--- config.mk ---
export PLATFORM = sky130hd
export DESIGN_NAME = dsam_top
export DESIGN_NICKNAME = d
export VERILOG_FILES = /design/src/rtl/dsam_pkg.sv /design/src/rtl/dsam_top.sv /design/src/rtl/dsam_char_rx.sv
export SDC_FILE = /design/constraint.sdc
export NUM_CORES = 1
export LEC_CHECK = 0
export BUFFER_PORTS_ARGS = -buffer_cell sky130_fd_sc_hd__buf_2
export CORE_AREA = 3 3 113 115
export CTS_CLUSTER_DIAMETER = 50
export DETAILED_ROUTE_END_ITERATION = 6
export DIE_AREA = 0 0 116 118
export PLACE_DENSITY = 0.67
export SETUP_SLACK_MARGIN = 0.1
export SYNTH_ARGS = -nofsm -noshare
export SYNTH_HDL_FRONTEND = slang
export SYNTH_SLANG_ARGS = --single-unit
--- constraint.sdc ---
create_clock -name clock_i -period 1.95 [get_ports clock_i]
set_clock_uncertainty 0.2 [all_clocks]
set_input_delay 0.195 -clock clock_i [delete_from_list [all_inputs] [get_ports clock_i]]
set_output_delay 0.195 -clock clock_i [all_outputs]
set_load 0.01 [all_outputs]
--- src/rtl/dsam_pkg.sv ---
// Shared constants, types and helpers for the dword sync acquire and monitor block.
// Assumes characters arrive already 8b/10b decoded, one per clock at most.
package dsam_pkg;

  // Control character used as the dword comma; it leads every primitive.
  localparam logic [7:0] COMMA_CHAR = 8'hBC;

  // Acquisition timeout, in its own unit, and the clock period.
  localparam int TIMEOUT_NS   = 1000000;
  localparam int CLK_NS       = 40;
  // A longest wait rounds down to whole cycles.
  localparam int TIMEOUT_CYC  = TIMEOUT_NS / CLK_NS;

  // Index of the last character slot in a dword.
  localparam logic [1:0] LAST_SLOT = 2'h3;

  // Classification of each received dword.
  typedef enum logic [1:0] {
    CL_INVALID,
    CL_PRIM,
    CL_DATA
  } dsam_class_t;

  // States of the dword synchronization machine.
  typedef enum logic [3:0] {
    acquire_state,
    first_valid_state,
    second_valid_state,
    locked_state,
    first_lost_state,
    first_recovered_state,
    second_lost_state,
    second_recovered_state,
    third_lost_state,
    third_recovered_state
  } dsam_state_t;

  // A comma is the control character whatever disparity it came with.
  function automatic logic is_comma(input logic [7:0] ch, input logic is_k);
    is_comma = is_k && (ch == COMMA_CHAR);
  endfunction : is_comma

  // States in which dword synchronization is held.
  function automatic logic in_sync(input dsam_state_t st);
    in_sync = (st != acquire_state) && (st != first_valid_state) &&
              (st != second_valid_state);
  endfunction : in_sync

endpackage : dsam_pkg

--- src/rtl/dsam_top.sv ---
// Dword synchronization acquire and monitor: receiver plus sync state machine.
// Assumes decoded characters in, messages to and from a phy reset sequencer,
// and a link layer that takes forwarded dwords without back-pressure.
//
// Functional notes
// - On find, commas go to slot one; comma plus three clean data is primitive.
// - Commas are accepted with either running disparity.
// - Once aligned, every four characters are classed invalid, primitive or data.
// - Received dword indications also go toward the link layer.
// - Reset, management reset, disable or halt message put the machine in acquire.
// - In acquire, a begin message issues find and loads the 1 ms timer.
// - Re-entering acquire from valid states reissues find without reloading timer.
// - Timeout reset message only after the timer expires, and optional then.
// - Acquire advances only after find issued and a primitive then received.
// - Valid states return to acquire on invalid dword or timer expiry.
// - Each primitive advances valid states; three primitives reach locked.
// - On lock, forward the completing primitive and every later dword except the one that ends sync.
// - Withhold dwords from the link layer while not synchronized.
// - In locked, an invalid dword moves to the first lost state.
// - Each invalid dword needs two valid ones to cancel; four uncancelled lose sync.
// - In first lost, a valid dword moves to first recovered.
// - Recovered states step back on valid, step deeper on invalid.
// - Fourth uncancelled invalid dword signals sync loss and returns to acquire.
`timescale 1ns/1ps
module dsam_top #(
  parameter int TIMEOUT_CYC = dsam_pkg::TIMEOUT_CYC
) (
  input  wire logic                 clock_i,
  input  wire logic                 srst_i,
  input  wire logic                 char_valid_i,
  input  wire logic [7:0]           char_i,
  input  wire logic                 char_k_i,
  input  wire logic                 char_code_err_i,
  input  wire logic                 char_disp_err_i,
  input  wire logic                 sync_begin_msg_i,
  input  wire logic                 sync_halt_msg_i,
  input  wire logic                 mgmt_reset_req_i,
  input  wire logic                 disable_phy_req_i,
  output logic                      sync_lost_msg_o,
  output logic                      sync_timeout_reset_msg_o,
  output logic                      sync_locked_o,
  output logic                      link_dw_valid_o,
  output logic [31:0]               link_dw_o,
  output logic [3:0]                link_dw_k_o,
  output dsam_pkg::dsam_class_t     link_dw_class_o
);

  localparam int TW = $clog2(TIMEOUT_CYC + 1);
  localparam logic [TW-1:0] TIMER_LOAD = TW'(TIMEOUT_CYC);

  dsam_pkg::dsam_state_t dword_sync_fsm, next_state;
  logic                  armed, next_armed;
  logic                  find_req, next_find;
  logic [TW-1:0]         acquire_timeout_timer, next_timer;
  logic                  timer_run, next_timer_run;
  logic                  reset_sent, next_reset_sent;
  logic                  next_lost, next_treset, next_locked;
  logic                  next_link_valid;
  logic [31:0]           next_link_dw;
  logic [3:0]            next_link_k;
  dsam_pkg::dsam_class_t next_link_class;
  logic                  dw_valid;
  logic [31:0]           dw;
  logic [3:0]            dw_k;
  dsam_pkg::dsam_class_t dw_class;
  logic                  accept, is_bad, is_good, is_prim, timer_expired, leave;

  // The receiver acts on the find pulse at the edge after the one that raises it.
  dsam_char_rx dsam_char_rx_i (
    .clock_i         (clock_i),
    .srst_i          (srst_i),
    .char_valid_i    (char_valid_i),
    .char_i          (char_i),
    .char_k_i        (char_k_i),
    .char_code_err_i (char_code_err_i),
    .char_disp_err_i (char_disp_err_i),
    .find_i          (find_req),
    .dw_valid_o      (dw_valid),
    .dw_o            (dw),
    .dw_k_o          (dw_k),
    .dw_class_o      (dw_class)
  );

  // A dword shown while find is high was classed under the old alignment,
  // so it is dropped; this is what makes a primitive count only after find.
  assign accept        = dw_valid && !find_req;
  assign is_bad        = accept && dw_class == dsam_pkg::CL_INVALID;
  assign is_good       = accept && dw_class != dsam_pkg::CL_INVALID;
  assign is_prim       = accept && dw_class == dsam_pkg::CL_PRIM;
  assign timer_expired = timer_run && acquire_timeout_timer == '0;
  assign leave         = srst_i || mgmt_reset_req_i || disable_phy_req_i || sync_halt_msg_i;

  // Next-state logic for the sync machine, its timer and its messages.
  always_comb begin
    next_state      = dword_sync_fsm;
    next_armed      = armed;
    next_find       = 1'b0;
    next_timer      = acquire_timeout_timer;
    next_timer_run  = timer_run;
    next_reset_sent = reset_sent;
    next_lost       = 1'b0;
    next_treset     = 1'b0;
    next_link_valid = 1'b0;
    next_link_dw    = link_dw_o;
    next_link_k     = link_dw_k_o;
    next_link_class = link_dw_class_o;
    // The timer counts down and holds at zero once expired.
    if (timer_run && acquire_timeout_timer != '0)
      next_timer = acquire_timeout_timer - TW'(1);
    // Forwarding is gated by sync; the completing primitive is let through too.
    if (accept && (dsam_pkg::in_sync(dword_sync_fsm) ||
        (dword_sync_fsm == dsam_pkg::second_valid_state && is_prim &&
         !timer_expired))) begin
      next_link_valid = 1'b1;
      next_link_dw    = dw;
      next_link_k     = dw_k;
      next_link_class = dw_class;
    end
    case (dword_sync_fsm)
      dsam_pkg::acquire_state: begin
        if (sync_begin_msg_i) begin
          next_find       = 1'b1;
          next_armed      = 1'b1;
          next_timer      = TIMER_LOAD;
          next_timer_run  = 1'b1;
          next_reset_sent = 1'b0;
        end else if (armed && is_prim) begin
          next_state = dsam_pkg::first_valid_state;
        end else if (timer_expired && !reset_sent) begin
          // Timed out while hunting: ask for a fresh link reset once.
          next_treset     = 1'b1;
          next_reset_sent = 1'b1;
        end
      end
      dsam_pkg::first_valid_state,
      dsam_pkg::second_valid_state: begin
        if (is_bad || timer_expired) begin
          next_state = dsam_pkg::acquire_state;
          next_find  = 1'b1;
        end else if (is_prim) begin
          next_state = (dword_sync_fsm == dsam_pkg::first_valid_state) ?
                       dsam_pkg::second_valid_state : dsam_pkg::locked_state;
          if (dword_sync_fsm == dsam_pkg::second_valid_state)
            next_timer_run = 1'b0;
        end
      end
      dsam_pkg::locked_state: begin
        if (is_bad)
          next_state = dsam_pkg::first_lost_state;
      end
      // Each invalid dword goes one level deeper; two valid ones undo it.
      dsam_pkg::first_lost_state: begin
        if (is_good)
          next_state = dsam_pkg::first_recovered_state;
        else if (is_bad)
          next_state = dsam_pkg::second_lost_state;
      end
      dsam_pkg::first_recovered_state: begin
        if (is_good)
          next_state = dsam_pkg::locked_state;
        else if (is_bad)
          next_state = dsam_pkg::second_lost_state;
      end
      dsam_pkg::second_lost_state: begin
        if (is_good)
          next_state = dsam_pkg::second_recovered_state;
        else if (is_bad)
          next_state = dsam_pkg::third_lost_state;
      end
      dsam_pkg::second_recovered_state: begin
        if (is_good)
          next_state = dsam_pkg::first_lost_state;
        else if (is_bad)
          next_state = dsam_pkg::third_lost_state;
      end
      dsam_pkg::third_lost_state,
      dsam_pkg::third_recovered_state: begin
        if (is_bad) begin
          // Fourth uncancelled invalid dword: sync is gone.
          next_state      = dsam_pkg::acquire_state;
          next_lost       = 1'b1;
          next_armed      = 1'b0;
          next_link_valid = 1'b0;
        end else if (is_good) begin
          next_state = (dword_sync_fsm == dsam_pkg::third_lost_state) ?
                       dsam_pkg::third_recovered_state : dsam_pkg::second_lost_state;
        end
      end
      default: next_state = dsam_pkg::acquire_state;
    endcase
    // External stops override everything and leave the machine idle.
    if (sync_halt_msg_i || mgmt_reset_req_i || disable_phy_req_i) begin
      next_state      = dsam_pkg::acquire_state;
      next_armed      = 1'b0;
      next_find       = 1'b0;
      next_timer_run  = 1'b0;
      next_lost       = 1'b0;
      next_treset     = 1'b0;
      next_link_valid = 1'b0;
    end
    next_locked = dsam_pkg::in_sync(next_state);
  end

  // Registers only; synchronous reset also lands in the acquire state.
  always_ff @(posedge clock_i) begin
    if (srst_i) begin
      dword_sync_fsm           <= dsam_pkg::acquire_state;
      armed                    <= 1'b0;
      find_req                 <= 1'b0;
      acquire_timeout_timer    <= '0;
      timer_run                <= 1'b0;
      reset_sent               <= 1'b0;
      sync_lost_msg_o          <= 1'b0;
      sync_timeout_reset_msg_o <= 1'b0;
      sync_locked_o            <= 1'b0;
      link_dw_valid_o          <= 1'b0;
      link_dw_o                <= 32'h00000000;
      link_dw_k_o              <= 4'h0;
      link_dw_class_o          <= dsam_pkg::CL_INVALID;
    end else begin
      dword_sync_fsm           <= next_state;
      armed                    <= next_armed;
      find_req                 <= next_find;
      acquire_timeout_timer    <= next_timer;
      timer_run                <= next_timer_run;
      reset_sent               <= next_reset_sent;
      sync_lost_msg_o          <= next_lost;
      sync_timeout_reset_msg_o <= next_treset;
      sync_locked_o            <= next_locked;
      link_dw_valid_o          <= next_link_valid;
      link_dw_o                <= next_link_dw;
      link_dw_k_o              <= next_link_k;
      link_dw_class_o          <= next_link_class;
    end
  end
endmodule : dsam_top

--- src/rtl/dsam_char_rx.sv ---
// Character receiver: aligns the decoded stream on commas and classifies dwords.
// Assumes one decoded character per char_valid_i cycle, with decode and disparity flags.
`timescale 1ns/1ps
module dsam_char_rx (
  input  wire logic                 clock_i,
  input  wire logic                 srst_i,
  input  wire logic                 char_valid_i,
  input  wire logic [7:0]           char_i,
  input  wire logic                 char_k_i,
  input  wire logic                 char_code_err_i,
  input  wire logic                 char_disp_err_i,
  input  wire logic                 find_i,
  output logic                      dw_valid_o,
  output logic [31:0]               dw_o,
  output logic [3:0]                dw_k_o,
  output dsam_pkg::dsam_class_t     dw_class_o
);

  typedef enum logic [1:0] {RX_IDLE, RX_HUNT, RX_ALIGNED} dsam_rx_t;

  dsam_rx_t              mode, next_mode;
  logic [1:0]            slot, next_slot;
  logic [31:0]           acc, next_acc;
  logic [3:0]            kacc, next_kacc;
  logic                  bad, next_bad;
  logic                  next_dw_valid;
  logic [31:0]           next_dw;
  logic [3:0]            next_dw_k;
  dsam_pkg::dsam_class_t next_dw_class;

  // Alignment and classification; a find request drops any partial dword.
  always_comb begin
    logic        chr_ok;
    logic [31:0] full;
    logic [3:0]  kfull;
    chr_ok        = !char_code_err_i && !char_disp_err_i;
    full          = {acc[23:0], char_i};
    kfull         = {kacc[2:0], char_k_i};
    next_mode     = mode;
    next_slot     = slot;
    next_acc      = acc;
    next_kacc     = kacc;
    next_bad      = bad;
    next_dw_valid = 1'b0;
    next_dw       = dw_o;
    next_dw_k     = dw_k_o;
    next_dw_class = dw_class_o;
    if (find_i) begin
      next_mode = RX_HUNT;
      next_slot = 2'h0;
    end else if (char_valid_i) begin
      case (mode)
        RX_HUNT: begin
          // Any comma without a code error restarts a candidate dword in the first slot.
          if (dsam_pkg::is_comma(char_i, char_k_i) && !char_code_err_i) begin
            next_slot = 2'h1;
            next_acc  = {24'h000000, char_i};
            next_kacc = 4'h1;
          end else if (slot != 2'h0 && !char_k_i && chr_ok) begin
            next_acc  = full;
            next_kacc = kfull;
            next_slot = slot + 2'h1;
            if (slot == dsam_pkg::LAST_SLOT) begin
              next_dw_valid = 1'b1;
              next_dw       = full;
              next_dw_k     = kfull;
              next_dw_class = dsam_pkg::CL_PRIM;
              next_mode     = RX_ALIGNED;
              next_bad      = 1'b0;
            end
          end else begin
            next_slot = 2'h0;
          end
        end
        RX_ALIGNED: begin
          // Every four characters yield one classified dword.
          next_acc  = full;
          next_kacc = kfull;
          next_slot = slot + 2'h1;
          next_bad  = (slot == 2'h0) ? !chr_ok : (bad || !chr_ok);
          if (slot == dsam_pkg::LAST_SLOT) begin
            next_dw_valid = 1'b1;
            next_dw       = full;
            next_dw_k     = kfull;
            if (bad || !chr_ok)
              next_dw_class = dsam_pkg::CL_INVALID;
            else if (dsam_pkg::is_comma(full[31:24], kfull[3]) && kfull[2:0] == 3'h0)
              next_dw_class = dsam_pkg::CL_PRIM;
            else
              next_dw_class = dsam_pkg::CL_DATA;
          end
        end
        default: next_mode = mode;
      endcase
    end
  end

  // Registers only.
  always_ff @(posedge clock_i) begin
    if (srst_i) begin
      mode       <= RX_IDLE;
      slot       <= 2'h0;
      acc        <= 32'h00000000;
      kacc       <= 4'h0;
      bad        <= 1'b0;
      dw_valid_o <= 1'b0;
      dw_o       <= 32'h00000000;
      dw_k_o     <= 4'h0;
      dw_class_o <= dsam_pkg::CL_INVALID;
    end else begin
      mode       <= next_mode;
      slot       <= next_slot;
      acc        <= next_acc;
      kacc       <= next_kacc;
      bad        <= next_bad;
      dw_valid_o <= next_dw_valid;
      dw_o       <= next_dw;
      dw_k_o     <= next_dw_k;
      dw_class_o <= next_dw_class;
    end
  end
endmodule : dsam_char_rx

==> results.toml <==
[outcome]
run_status = "complete, but fails checks"
violations = "setup timing"

[critical_path]
crit_start = "dsam_char_rx_i.slot[1]"
crit_path_end_kind = "flip-flop"
reg2reg_to = "dsam_char_rx_i.dw_class_o[1]"
start_kind = "flip-flop"
cp_max_fo = 3
rr_startpoint = "dsam_char_rx_i.slot[1]"
critPathKind = "reg -> reg"
reg2regPathDepth = 8
crit_required_ns = 2.10
reg2reg_slack_ns = -0.10
crit_arrival_ns = 2.20

[die]
num_rows = 40
num_io_pins = 60
dieHeight_um = 118
start_util_pct = 47.62
die_w_um = 116
core_um2 = 11910
die-area_um2 = 13690

[power_and_ir_drop]
ir_worst_vdd_uv = 735.2
static-leakage-power_uw = 0.003051
combPwrFrac_pct = 3.8
clkPwrFrac_pct = 51.9
power_frac_seq_pct = 44.3
p_per_area_nw_per_um2 = 758.0
intPower_uw = 4923
p_sw_share_pct = 22.24
switchingPower_uw = 1408

[place]
hpwl_um = 9214
io_buffers = 59
place.gp.congestion = 0.8558

[worst_hold_path]
min_to = "dsam_char_rx_i.dw_class_o[1]"
holdPathStages = 4
hp-class = "in -> reg"
min-delay-start = "char_disp_err_i"

[synthesis]
yosysSeqAreaShare_pct = 48.00
synthesis.nets = 724
syn_avg_cell_area_um2 = 8.102
synth_cell_type_count = 57
netlist_top_cells_area = "dfxtp_1 48%, a21oi_1 11%, nand2_1 8.3%"
synth_top_area_share_pct = 48.00
netlist_instances = 700
synth_most_common_cell = "dfxtp_1"
synth_area_um2 = 5672
synth_edf_count = 0
synth-main-ff-cell = "dfxtp_1"
async_reset_ff_share_pct = 0
synth_seq_cells = 136
synthTopCellsByCount = "136 x dfxtp_1, 125 x nand2_1, 120 x a21oi_1"
synth_warnings = 0
yosys.area.top_type = "dfxtp_1"

[sta]
finalMaxSlewViolations = 0
min_period_over_period_pct = 105.4
setup_viol = 89
fin_ws_ns = -0.1046
whs_ns = 0.05525
min_period_ns = 2.055
worstMarginPinSlew_ns = 0.5980
max_freq_mhz = 486.7
final_hold_viol_count = 0
rsz0062_at_grt = "yes"
slew-limit-headroom_pct = 59.99

[detailed_routing]
drt_pass1_iterations = 7
routed_wl_um = 17750
detail-route-antenna-nets = 0
routed_via_density = 5.740
vias = 5677
dr.first_iter.drc_count = 466
avgRoutedWirePerCell_um = 17.95
drc = 0

[clock_network]
cts_root_buf = "clkbuf_16"
cts_max_path_buffers = 2
cts_buffers = 17
path_clk_slew_ns = 0.06
cts-htree-levels = 4
cts_tree = "built"
clk_latency_ns = 0.42
cts.sink_count = 136

[final_layout]
drive_gt1_share_pct = 36.58
layout.nets = 853
antenna_cells = 0
fillerInstances = 857
fin_util_pct = 70.12
area_growth_pct = 47.25

[global_routing]
grt_pass1_vias = 5648
antenna_found_initial = 0
grt_pass1_wl_um = 27340
grt.total_usage_pct = 24.84
grt_max_degree = 116
grt_overflow = 0

[flow_run]
maxCapViolations = 0
## repair_timing
item	in CTS	in global routing
buffers inserted	17	9
cloned	12	3
hold endpoints to repair	26	0
endpoints found under the setup margin	93	130
pin swaps	54	26
hold buffers	14	0
gates resized for setup	68	61
## logic make-up after synthesis
kind of cell             after synthesis  share of synthesized area, %
AND/OR/NAND/NOR                      282                         24.16
AO/OA/AOI/OAI                        194                         19.04
flip-flops                           136                         48.00
buffers and inverters                 67                         5.140
XOR/XNOR                              14                         2.162
adder cells (fa/ha/maj)                6                         1.324
multiplexers                           1                        0.1765
## worst max-delay path, stage by stage, from the launching register on
cell,delay (ns)
dfxtp_2,0.35
inv_2,0.05
ha_4,0.15
nor4_4,0.17
nand2_2,0.12
buf_4,0.14
a211o_1,0.29
or3_1,0.36
a21oi_1,0.14
## sequential cells by signal, indices dropped and copies added, names as in the netlist, 3 cells and up
| name | flops |
|---|---|
| dword_sync_fsm | 4 |
| dsam_char_rx_i.dw_k_o | 4 |
| dsam_char_rx_i.kacc | 3 |
| link_dw_o | 32 |
| dsam_char_rx_i.acc | 24 |
| link_dw_k_o | 4 |
| dsam_char_rx_i.dw_o | 32 |
| acquire_timeout_timer | 15 |
## power groups by stage
stage	Clock, uW	Sequential (uW)	Combinational [uW]
finish	3280	2810	241
global route	3440	2810	258
CTS	3300	2810	223
detailed placement	0	2870	190
global placement	0	2870	185
floorplan	0	2870	99.5
## layer usage
layer  routed length (um)  global-route usage [%]  vias up
li1                     -                       -     2705
met1                 7036                   28.72     2705
met2                 9121                   41.91      209
met3                  926                   7.095       58
met4                  668                   11.31        0
met5                    0                       0        -
## final cells by class
| cell class | count | area [um2] | area share, % |
|---|---|---|---|
| timing repair buffer | 167 | 1608 | 19.25 |
| sequential | 136 | 2738 | 32.78 |
| clock inverter | 14 | 172.7 | 2.067 |
| multi-input combinational | 497 | 3183 | 38.11 |
| inverter | 10 | 37.54 | 0.4494 |
| clock buffer | 18 | 429.2 | 5.139 |
| tap | 147 | 183.9 | 2.202 |
## placed cells by master (no fill, tap or decap), types with 6 or more instances in the layout
cell type and n:
nand4_1 9, a21oi_2 8, nand2_1 90, nor2_1 30, clkbuf_16 19, buf_2 58, xor2_1 13, buf_12 16
inv_1 6, nand3_2 27, nand2_2 30, dlygate4sd3_1 14, dfxtp_2 12, buf_4 56, nand3_1 30, nor3_1 7
o21ai_0 17, a21oi_1 111, buf_16 9, dfxtp_1 124, o21ai_1 27, buf_6 11
## metrics by stage
stage	instance area, um2	total power (uW)	setup slack [ns]	setup TNS (ns)	cells
CTS	8028	6331	-0.06354	-1.345	980
finish	8352	6331	-0.1046	-3.687	989
global route	8352	6503	-0.2110	-12.88	989
floorplan	5931	2965	-0.1150	-0.4192	700
detailed placement	6575	3056	-0.08955	-1.964	905
global placement	6575	3051	-0.04473	-0.7490	905
## worst max path at each step
stage                                        end  cells after the start
floorplan                          sync_locked_o                      6
global placement              link_dw_class_o[0]                      6
detailed placement                link_dw_k_o[0]                      6
CTS                               link_dw_k_o[3]                     10
global route            dsam_char_rx_i.dw_k_o[0]                     10
finish              dsam_char_rx_i.dw_class_o[1]                      8
Note: power is estimated with default switching activity, not from simulation.
